<file path="config.mk">
export PLATFORM = sky130hd
export DESIGN_NAME = gcm_ctrl
export DESIGN_NICKNAME = d
export VERILOG_FILES = /design/src/rtl/gcm_pkg.sv /design/src/rtl/gcm_hold_timer.sv /design/src/rtl/gcm_ctrl.sv
export VERILOG_INCLUDE_DIRS = /design/src /design/src/rtl
export SDC_FILE = /design/constraint.sdc
export NUM_CORES = 1
export LEC_CHECK = 0
export ABC_AREA = 1
export BUFFER_PORTS_ARGS = -buffer_cell sky130_fd_sc_hd__buf_2
export CORE_MARGIN = 10
export CORE_UTILIZATION = 47
export CTS_CLUSTER_DIAMETER = 120
export DETAILED_ROUTE_END_ITERATION = 10
export GPL_TIMING_DRIVEN = 0
export MAX_ROUTING_LAYER = met4
export PLACE_DENSITY = 0.75
export SYNTH_ARGS = -nofsm -noshare
export SYNTH_HDL_FRONTEND = slang
export SYNTH_SLANG_ARGS = --single-unit
export TNS_END_PERCENT = 30
</file>
<file path="constraint.sdc">
create_clock -name clk -period 1.7 [get_ports clk]
set_input_delay 0.51 -clock clk [delete_from_list [all_inputs] [get_ports clk]]
set_output_delay 0.51 -clock clk [all_outputs]
set_load 0.03 [all_outputs]
</file>
<file path="src/rtl/gcm_consts.svh">
// Address, field and timing constants of the global command and misc control registers
`ifndef GCM_CONSTS_SVH
`define GCM_CONSTS_SVH
`define GCM_MISC_LO_ADDR 7'h34
`define GCM_MISC_HI_ADDR 7'h35
`define GCM_CMD_LO_ADDR 7'h3E
`define GCM_CMD_HI_ADDR 7'h3F
`define GCM_CMD_RESET_BIT 7
`define GCM_CMD_FLASH_BIT 3
`define GCM_CMD_DAC_BIT 2
`define GCM_CMD_FACTORY_BIT 1
`define GCM_CMD_NULL_BIT 0
`define GCM_CMD_READ_VALUE 8'h00
`define GCM_MISC_RESET 16'h0000
`define GCM_MISC_MASK 16'h0107
`define GCM_MISC_ST_BIT 8
`define GCM_MISC_DR_EN_BIT 2
`define GCM_MISC_DR_POL_BIT 1
`define GCM_MISC_DR_SEL_BIT 0
`define GCM_UNMAPPED_READ 8'h00
`define GCM_FLASH_TIME_MS 50
`define GCM_CLK_KHZ 250000
`endif

</file>
<file path="src/rtl/gcm_pkg.sv">
// Types shared by the global command and misc control block
package gcm_pkg;
   typedef logic [6:0] gcm_addr_t;
   typedef logic [7:0] gcm_byte_t;
   // Flash store sequencer, Gray along idle -> busy -> again
   typedef enum logic [1:0] {
      GCM_FL_IDLE = 2'b00,
      GCM_FL_BUSY = 2'b01,
      GCM_FL_AGAIN = 2'b11
   } gcm_flash_state_t;
endpackage

</file>
<file path="src/rtl/gcm_hold_timer.sv">
// Down-counter that flags the end of a fixed hold time after each start
`timescale 1ns/1ps
module gcm_hold_timer #(
   parameter int unsigned COUNT = 12500000,
   parameter int unsigned W = $clog2(COUNT + 1)
) (
   input wire logic clk,
   input wire logic rst_sync_n,
   input wire logic start,
   output logic done
);
   logic [W-1:0] count_q;
   logic [W-1:0] count_d;
   logic done_q;
   logic done_d;

   // A new start reloads the count, so a restart stretches the hold
   always_comb begin
      count_d = count_q;
      done_d = 1'b0;
      if (start) begin
         count_d = W'(COUNT);
      end else if (count_q != '0) begin
         count_d = count_q - W'(1);
         done_d = (count_q == W'(1));
      end
   end

   // Count and done registers
   always_ff @(posedge clk or negedge rst_sync_n) begin
      if (!rst_sync_n) begin
         count_q <= '0;
         done_q <= 1'b0;
      end else begin
         count_q <= count_d;
         done_q <= done_d;
      end
   end

   assign done = done_q;
endmodule

</file>
<file path="src/rtl/gcm_ctrl.sv">
// Global command register and miscellaneous control register with data-ready pin mux
`timescale 1ns/1ps
`include "gcm_consts.svh"
module gcm_ctrl #(
   parameter int unsigned FLASH_CYCLES = `GCM_FLASH_TIME_MS * `GCM_CLK_KHZ
) (
   input wire logic clk,
   input wire logic rst_n,
   input wire logic wr_en,
   input wire gcm_pkg::gcm_addr_t wr_addr,
   input wire gcm_pkg::gcm_byte_t wr_data,
   input wire logic rd_en,
   input wire gcm_pkg::gcm_addr_t rd_addr,
   output gcm_pkg::gcm_byte_t rd_data,
   input wire logic [11:0] aux_dac_data,
   input wire logic [2:0] nv_dr_cfg,
   input wire logic conv_done,
   input wire logic conv_midway,
   input wire logic [1:0] alarm_oe,
   input wire logic [1:0] alarm_out,
   input wire logic [1:0] gpio_oe,
   input wire logic [1:0] gpio_out,
   output logic soft_reset,
   output logic flash_store,
   output logic flash_busy,
   output logic dac_load,
   output logic [11:0] dac_value,
   output logic offset_restore,
   output logic filter_clear,
   output logic null_zero,
   output logic self_test_on,
   output logic [2:0] misc_dr_cfg,
   output logic general_line_zero_dout,
   output logic general_line_zero_oe,
   output logic general_line_one_dout,
   output logic general_line_one_oe
);
   import gcm_pkg::*;

   logic rst_meta_q;
   logic rst_sync_n;
   logic loaded_q;
   logic loaded_d;
   logic [15:0] misc_q;
   logic [15:0] misc_d;
   gcm_byte_t rd_data_q;
   gcm_byte_t rd_data_d;
   logic soft_q;
   logic soft_d;
   logic dac_load_q;
   logic dac_load_d;
   logic [11:0] dac_q;
   logic [11:0] dac_d;
   logic restore_q;
   logic restore_d;
   logic null_q;
   logic null_d;
   logic cmd_hit;
   logic store_req;
   gcm_flash_state_t fl_q;
   gcm_flash_state_t fl_d;
   logic fl_start_q;
   logic fl_start_d;
   logic fl_busy_q;
   logic fl_busy_d;
   logic fl_done;
   logic dr_active_q;
   logic dr_active_d;
   logic dr_pin;
   logic [1:0] dr_claim;
   logic [1:0] line_oe_q;
   logic [1:0] line_oe_d;
   logic [1:0] line_out_q;
   logic [1:0] line_out_d;

   // Misc control answers at both of its byte addresses
   function automatic logic is_misc(input gcm_addr_t a);
      is_misc = (a == `GCM_MISC_LO_ADDR) || (a == `GCM_MISC_HI_ADDR);
   endfunction

   // Read mux; command bytes and anything unmapped read zero
   function automatic gcm_byte_t read_byte(input gcm_addr_t a, input logic [15:0] m);
      if (is_misc(a)) begin
         read_byte = a[0] ? m[15:8] : m[7:0];
      end else if (a == `GCM_CMD_LO_ADDR || a == `GCM_CMD_HI_ADDR) begin
         read_byte = `GCM_CMD_READ_VALUE;
      end else begin
         read_byte = `GCM_UNMAPPED_READ;
      end
   endfunction

   // Reset release through two flops; the asserting edge stays asynchronous
   always_ff @(posedge clk or negedge rst_n) begin
      if (!rst_n) begin
         rst_meta_q <= 1'b0;
         rst_sync_n <= 1'b0;
      end else begin
         rst_meta_q <= 1'b1;
         rst_sync_n <= rst_meta_q;
      end
   end

   assign cmd_hit = wr_en && (wr_addr == `GCM_CMD_LO_ADDR);

   // Register file: misc control, command pulses, DAC latch, read data
   always_comb begin
      misc_d = misc_q;
      loaded_d = 1'b1;
      soft_d = 1'b0;
      dac_load_d = 1'b0;
      dac_d = dac_q;
      restore_d = 1'b0;
      null_d = 1'b0;
      store_req = 1'b0;
      rd_data_d = rd_data_q;
      if (!loaded_q) begin
         // Data-ready fields come back from nonvolatile storage, self-test off
         misc_d = {13'h0000, nv_dr_cfg} & `GCM_MISC_MASK;
      end else if (wr_en && is_misc(wr_addr)) begin
         if (wr_addr[0]) begin
            misc_d = {wr_data, misc_q[7:0]} & `GCM_MISC_MASK;
         end else begin
            misc_d = {misc_q[15:8], wr_data} & `GCM_MISC_MASK;
         end
      end
      if (soft_q) begin
         // Software reset redoes the reset load of misc control only: self-test off, data-ready fields reloaded
         loaded_d = 1'b0;
         misc_d[`GCM_MISC_ST_BIT] = 1'b0;
      end
      if (cmd_hit) begin
         soft_d = wr_data[`GCM_CMD_RESET_BIT];
         restore_d = wr_data[`GCM_CMD_FACTORY_BIT];
         null_d = wr_data[`GCM_CMD_NULL_BIT];
         store_req = wr_data[`GCM_CMD_FLASH_BIT] | wr_data[`GCM_CMD_FACTORY_BIT]
            | wr_data[`GCM_CMD_NULL_BIT];
         if (wr_data[`GCM_CMD_DAC_BIT]) begin
            // Both data bytes move in one step, so the DAC never sees half a word
            dac_load_d = 1'b1;
            dac_d = aux_dac_data;
         end
      end
      if (rd_en) begin
         rd_data_d = read_byte(rd_addr, misc_q);
      end
   end

   // Register file state
   always_ff @(posedge clk or negedge rst_sync_n) begin
      if (!rst_sync_n) begin
         loaded_q <= 1'b0;
         misc_q <= `GCM_MISC_RESET;
         soft_q <= 1'b0;
         dac_load_q <= 1'b0;
         dac_q <= 12'h000;
         restore_q <= 1'b0;
         null_q <= 1'b0;
         rd_data_q <= 8'h00;
      end else begin
         loaded_q <= loaded_d;
         misc_q <= misc_d;
         soft_q <= soft_d;
         dac_load_q <= dac_load_d;
         dac_q <= dac_d;
         restore_q <= restore_d;
         null_q <= null_d;
         rd_data_q <= rd_data_d;
      end
   end

   // Flash store sequencer; a request during a store queues one more store
   always_comb begin
      fl_d = fl_q;
      fl_start_d = 1'b0;
      case (fl_q)
         GCM_FL_IDLE: begin
            if (store_req) begin
               fl_start_d = 1'b1;
               fl_d = GCM_FL_BUSY;
            end
         end
         GCM_FL_BUSY: begin
            if (fl_done && store_req) begin
               fl_start_d = 1'b1;
            end else if (fl_done) begin
               fl_d = GCM_FL_IDLE;
            end else if (store_req) begin
               fl_d = GCM_FL_AGAIN;
            end
         end
         GCM_FL_AGAIN: begin
            // Store again so later register changes also reach flash
            if (fl_done) begin
               fl_start_d = 1'b1;
               fl_d = GCM_FL_BUSY;
            end
         end
         default: begin
            fl_d = GCM_FL_IDLE;
         end
      endcase
      fl_busy_d = (fl_d != GCM_FL_IDLE);
   end

   // Flash sequencer state
   always_ff @(posedge clk or negedge rst_sync_n) begin
      if (!rst_sync_n) begin
         fl_q <= GCM_FL_IDLE;
         fl_start_q <= 1'b0;
         fl_busy_q <= 1'b0;
      end else begin
         fl_q <= fl_d;
         fl_start_q <= fl_start_d;
         fl_busy_q <= fl_busy_d;
      end
   end

   // Hold time for the flash write
   gcm_hold_timer #(
      .COUNT(FLASH_CYCLES)
   ) u_flash_timer (
      .clk(clk),
      .rst_sync_n(rst_sync_n),
      .start(fl_start_q),
      .done(fl_done)
   );

   // Data-ready level; a completion in the clear cycle wins
   always_comb begin
      dr_active_d = dr_active_q;
      if (conv_done) begin
         dr_active_d = 1'b1;
      end else if (conv_midway) begin
         dr_active_d = 1'b0;
      end
   end

   assign dr_pin = misc_q[`GCM_MISC_DR_POL_BIT] ? dr_active_q : ~dr_active_q;

   // Per-line owner mux: data-ready, then alarm, then pin I/O control
   for (genvar i = 0; i < 2; i++) begin : g_line
      assign dr_claim[i] = misc_q[`GCM_MISC_DR_EN_BIT]
         && (misc_q[`GCM_MISC_DR_SEL_BIT] == 1'(i));
      assign line_oe_d[i] = dr_claim[i] | alarm_oe[i] | gpio_oe[i];
      assign line_out_d[i] = dr_claim[i] ? dr_pin
         : (alarm_oe[i] ? alarm_out[i] : gpio_out[i]);
   end

   // Pin and data-ready registers; the lines idle as inputs after reset
   always_ff @(posedge clk or negedge rst_sync_n) begin
      if (!rst_sync_n) begin
         dr_active_q <= 1'b0;
         line_oe_q <= 2'b00;
         line_out_q <= 2'b00;
      end else begin
         dr_active_q <= dr_active_d;
         line_oe_q <= line_oe_d;
         line_out_q <= line_out_d;
      end
   end

   // Every output straight from a flop
   assign rd_data = rd_data_q;
   assign soft_reset = soft_q;
   assign flash_store = fl_start_q;
   assign flash_busy = fl_busy_q;
   assign dac_load = dac_load_q;
   assign dac_value = dac_q;
   assign offset_restore = restore_q;
   assign filter_clear = restore_q;
   assign null_zero = null_q;
   assign self_test_on = misc_q[`GCM_MISC_ST_BIT];
   assign misc_dr_cfg = misc_q[2:0];
   assign general_line_zero_dout = line_out_q[0];
   assign general_line_zero_oe = line_oe_q[0];
   assign general_line_one_dout = line_out_q[1];
   assign general_line_one_oe = line_oe_q[1];
endmodule

</file>
Word level (Yosys, flattened, before mapping):

Index checks and enable logic that the tools add are counted.

* register bits after elaboration: 77
* bits of input ports: 51
* output and inout bits: 35
* word-level logic and storage cells: 90

* add/sub/neg operators: 1
* eq/ne operators: 12
* mux-type cells: 34
* bitwise operators: 8
* reduce and logical (&&, ||, !) cells: 15

Operators with widths (number)
* $mux W24: 2
* $eq A7 B6 Y1 const B: 5
* $mux W16: 2
* $eq A24 B1 Y1 const B: 1
* $reduce_bool A24 Y1: 1
* $sub A24 B1 Y24 const B: 1
* $mux W1: 20
* $mux W8: 2
* $mux W2: 5
* $mux W9: 1
* $or A1 B1 Y1: 6
* $pmux W2 S3: 1
* $reduce_and A2 Y1: 3
* $reduce_bool A2 Y1: 3
* $logic_and A1 B1 Y1: 5
* $ne A3 B1 Y1 const B: 1
* $ne A3 B2 Y1 const B: 1
* $pmux W1 S3: 1
* $eq A2 B1 Y1 const B: 1
* $eq A2 B2 Y1 const B: 1
* $logic_not A2 Y1: 1
* $logic_or A1 B1 Y1: 2
* $ne A2 B1 Y1 const B: 1
* $ne A2 B2 Y1 const B: 1
* $not A1 Y1: 2

Longest topological paths before layout:

* depth in word-level cells: 8
* depth in mapped cells: 9
* depth with buffers taken out: 9

By module:

A second synthesis with hierarchy kept.

* cells, all modules: 402
* area, all modules: 3195.6 um2

Modules (own cells, without submodules)
* gcm_hold_timer: instances 1, cells each 222, area each 1617.8 um2, sequential area each 625.6 um2
* gcm_ctrl: instances 1, cells each 180, area each 1577.8 um2, sequential area each 875.8 um2

Worst setup path before layout:

No wires, ideal clock.

* path kind: register to register
* from: register u_flash_timer.count_q[0]
* to: register u_flash_timer.count_q[1]
* library setup time: 0.120 ns
* arrival: 1.395 ns
* required time: 1.580 ns
* slack: 0.185 ns
* stages on the path, launching flop included: 10
* buffers on the path: 0
* period minus slack after synthesis: 1.515 ns
* cells stage by stage: dfrtp_1 > inv_1 > ha_1 > nand2_2 > nor2_4 > nand2_2 > nor2_4 > nand2_4 > nand2_1 > o21ai_2

* word-level cells in the longest chain between the ends: 3
* elaborated cells on any way between the ends: 5
* those cells by class: add/sub: 1; mux: 2; reduce/logical: 2

Ends and longest elaborated chain
* start, declared: RTL line gcm_hold_timer.sv:12 `logic [W-1:0] count_q;`
* start signal, assigned: RTL line gcm_hold_timer.sv:35 `count_q <= count_d;`
* $sub A24 B1 Y24: RTL line gcm_hold_timer.sv:24 `count_d = count_q - W'(1);`
* $mux W24: RTL line gcm_hold_timer.sv:23 `end else if (count_q != '0) begin`
* $mux W24: RTL line gcm_hold_timer.sv:21 `if (start) begin`

Parallel ways exist; a longest one is shown, timed or not. The select of a mux whose other input is x is not followed.
A chain may end at the register's enable or synchronous reset.

Worst setup path after layout:

* from: register u_flash_timer.count_q[1]
* to: register u_flash_timer.count_q[14]

The elaborated chain is that of the path after synthesis.

==> key figures <==
Run status
  • Status: complete, no violations

Drt
  • Drt total wl: roughly 7.3 mm
  • Initial drt markers: 161
  • Antenna-violating nets left: 0
  • Via count: 2769
  • Vias per cell: around 4.8
  • WL/cell: around 13 um
  • Drt pass-1 iters: 4
  • DRC viols: 0

Timing
  • Final Skew: 7.83 ps
  • Minimum clock period: 1570 ps
  • Slew headroom: 0.515
  • RSZ-0062 raised after global routing: no
  • Worst Max-Slew Pin Slew: 728 ps
  • Tcrit/Tclk final: 0.925
  • Final worst slack: 128 ps
  • Fin Hold WS: 342 ps
  • Final setup vio count: 0
  • Final hold vios: 0
  • Total Neg Setup Slack: 0 ps
  • Max Clk Rate: 0.636 GHz
  • Max-slew violations: 0

Finish
  • Share of layout cells above drive strength 1: 0.277
  • Fillers: 599
  • Core Util, Final: 0.597
  • Area Overhead vs Synth: 23.1%
  • Nets@finish: 543
  • Inserted Diodes: 0

Worst setup path
  • RR Endpoint: u_flash_timer.count_q[14]
  • Crit end category: register
  • Worst reg2reg startpoint: u_flash_timer.count_q[1]
  • CP Class: reg2reg
  • Reg2reg path depth: 9
  • Worst setup path startpoint: u_flash_timer.count_q[1]
  • Worst Setup EP: u_flash_timer.count_q[14]
  • Worst endpoint required time: 1940 ps
  • Crit path max fanout: 7
  • Startpoint Class: register
  • Reg2reg setup slack: 130 ps
  • Critical Path AT: approximately 1800 ps

Clock tree
  • CTS tree: built
  • Maximum clock path buffer count: 2
  • CTS buffer count: 9
  • Post-CTS Setup Inserts: 0
  • Clk slew on worst S/H paths: approximately 70 ps
  • Root Buffer: clkbuf_8
  • Skew-Pair Late Insertion Delay: between 300 and 400 ps
  • H-tree depth: 3
  • Clock tree sinks: 60

Synthesis
  • FF+latch count, synth: 60
  • Sequential area share after synthesis: 0.485
  • Synth unique cells: 36
  • Mean Syn Cell Area: 7.80 sq um
  • Mapped cell area: roughly 3100 sq um
  • YS warnings: 0
  • Post-Syn Instances: between 300 and 400

Floorplan
  • Die area: 10200 sq um
  • Height of the die: 101 um
  • Initial Utilization: 0.485
  • Die span in x: roughly 100 um
  • Area of the core: 6390 sq um
  • Ports: 86
  • Site row count: 29

Global route
  • Initial antenna violation count: 0
  • Global-route wire length before repair: approximately 12 mm
  • Total grt overflow: 0
  • Pin count of the biggest net entering global routing: 59
  • GRT Util Overall: 0.152
  • Vias in the first global route: 2927

Placement
  • Number of port buffers: 77
  • DP Wirelength: 5.63 mm
  • RePlAce Congestion: 0.977
  • Pre-CTS WS: 7.52 ps

Pwr
  • Comb pwr share: 0.095
  • Leak: 1.98 nW
  • Internal power: 2.26 mW
  • Net Switching: about 0.82 mW
  • Reg power frac: 0.495
  • Worst vdd ir: between 600 and 700 uV
  • PwrDens: 806 nW/um^2
  • Power, Total: ~3.1 mW
  • Power share of the clock group: 0.411
  • Switch share: 0.266

Flow run
  • Maxcap violations: 0

Min path
  • Worst min path class: in2reg
[synth_stat cells, drive strengths merged]
cell / count / share of area
nand2: 112 / 0.14
nor2: 64 / 0.094
dfrtp: 60 / 0.48
inv: 50 / 0.061
nand3: 31 / 0.057
o21ai: 20 / 0.035
buf: 11 / 0.027
nand4: 11 / 0.022
or2: 7 / 0.014
a21oi: 6 / 0.0097
nand3b: 5 / 0.012
and2: 2 / 0.0040
clkinv: 2 / 0.0028
conb: 2 / 0.0024
ha: 2 / 0.0081
nor3: 2 / 0.0048
nor4: 2 / 0.0040
o22ai: 2 / 0.0040
a21o: 1 / 0.0024
clkbuf: 1 / 0.0012
mux2i: 1 / 0.0032
o21bai: 1 / 0.0024
or3: 1 / 0.0020
xnor2: 1 / 0.0028
[routing by layer]
metal,vias to the layer above,global-route usage,part of all wire
met2,82,0.238,0.46
li1,1424,-,-
met5,-,-,0
met1,1249,0.179,0.47
met4,0,0.0729,0.021
met3,14,0.0395,0.050
[cell usage in the layout (no fill, tap or decap), types with 3 or more instances in the layout]
master and instances:
nand2_1 108, nor2_4 5, dfrtp_1 59, conb_1 6
nand4_1 11, a21oi_1 6, nor2_2 5, inv_2 3
nand2_2 3, nand3b_1 5, buf_2 80, or2_2 7
clkinv_2 3, inv_1 47, o21ai_0 15, clkbuf_8 9
buf_4 6, nor2_1 54, nand3_2 4, nand3_1 27
o21ai_1 3
[flip-flops by register name (all words and copies together) (netlist names)]
register / count
line_oe_q: 2
soft_reset: 1
fl_q: 2
dac_load: 1
null_zero: 1
flash_busy: 1
flash_store: 1
rd_data: 3
dr_active_q: 1
line_out_q: 2
rst_meta_q: 1
u_flash_timer.count_q: 24
misc_q: 4
filter_clear: 1
u_flash_timer.done: 1
dac_value: 12
loaded_q: 1
rst_sync_n: 1
[worst max-delay path, stage by stage, from the launching register on]
cell      delay, ps
dfrtp_1         360
inv_1           170
ha_4            200
nand2_2          90
nor2_4          170
nand2_2         100
nor2_4          120
nand2_4         100
clkinv_2        100
nor2_1           50
[metrics by stage]
stage	area, sq um	instances
after global placement	3600	555
after floorplan	3110	401
after CTS	3800	572
after global routing	3810	572
final	3810	572
after detailed placement	3600	555
[cell type report]
cell class / count / area (sq um) / area share
Inverter: 52 / 196 / 0.0515
Clock inverter: 6 / 65.1 / 0.0171
Sequential cell: 60 / 1510 / 0.395
Clock buffer: 10 / 128 / 0.0335
Buffer: 12 / 86.3 / 0.0226
Timing Repair Buffer: 78 / 395 / 0.104
Tap cell: 77 / 96.3 / 0.0253
Multi-Input combinational cell: 277 / 1340 / 0.352
[worst min path at each step]
| stage | from | to | slack (ps) | depth (start not counted) |
|---|---|---|---|---|
| 2_1_floorplan | rst_n | rst_meta_q | 210 | 0 |
| 3_3_place_gp | rst_n | rst_meta_q | 300 | 1 |
| 3_5_place_dp | rst_n | rst_meta_q | 300 | 1 |
| 4_1_cts | conv_midway | dr_active_q | 320 | 2 |
| 5_1_grt | gpio_oe[1] | line_oe_q[1] | 340 | 3 |
| 6_report | conv_midway | dr_active_q | 340 | 2 |
[power groups by stage]
stage               sequential (mW)  combinational (mW)  clock (mW)
floorplan                      1.62              0.0955           0
global placement               1.55               0.286           0
detailed placement             1.55               0.292           0
CTS                            1.52               0.294        1.30
global route                   1.53               0.321        1.35
finish                         1.52               0.291        1.26
[what timing repair did]
action                     4_1_cts  5_1_grt
hold endpoints to repair         2        0
resized for setup                1        2
hold buffers                     1        0
setup endpoints to repair        6       20
pin swaps                        0        0
[kinds of logic (layout without fill, tap and decap cells)]
group / count (synthesis) / after routing / share of synthesized area
and+or+nand+nor: 237 / 237 / 0.354
buffers and inverters: 64 / 158 / 0.0913
DFF: 60 / 60 / 0.485
AOI/OAI and AO/OA: 30 / 30 / 0.0533
adders and majority gates: 2 / 2 / 0.00808
other: 2 / 6 / 0.00242
xor gates and xnor gates: 1 / 1 / 0.00283
muxes: 1 / 1 / 0.00323
Power figures use the tool's default switching activity.
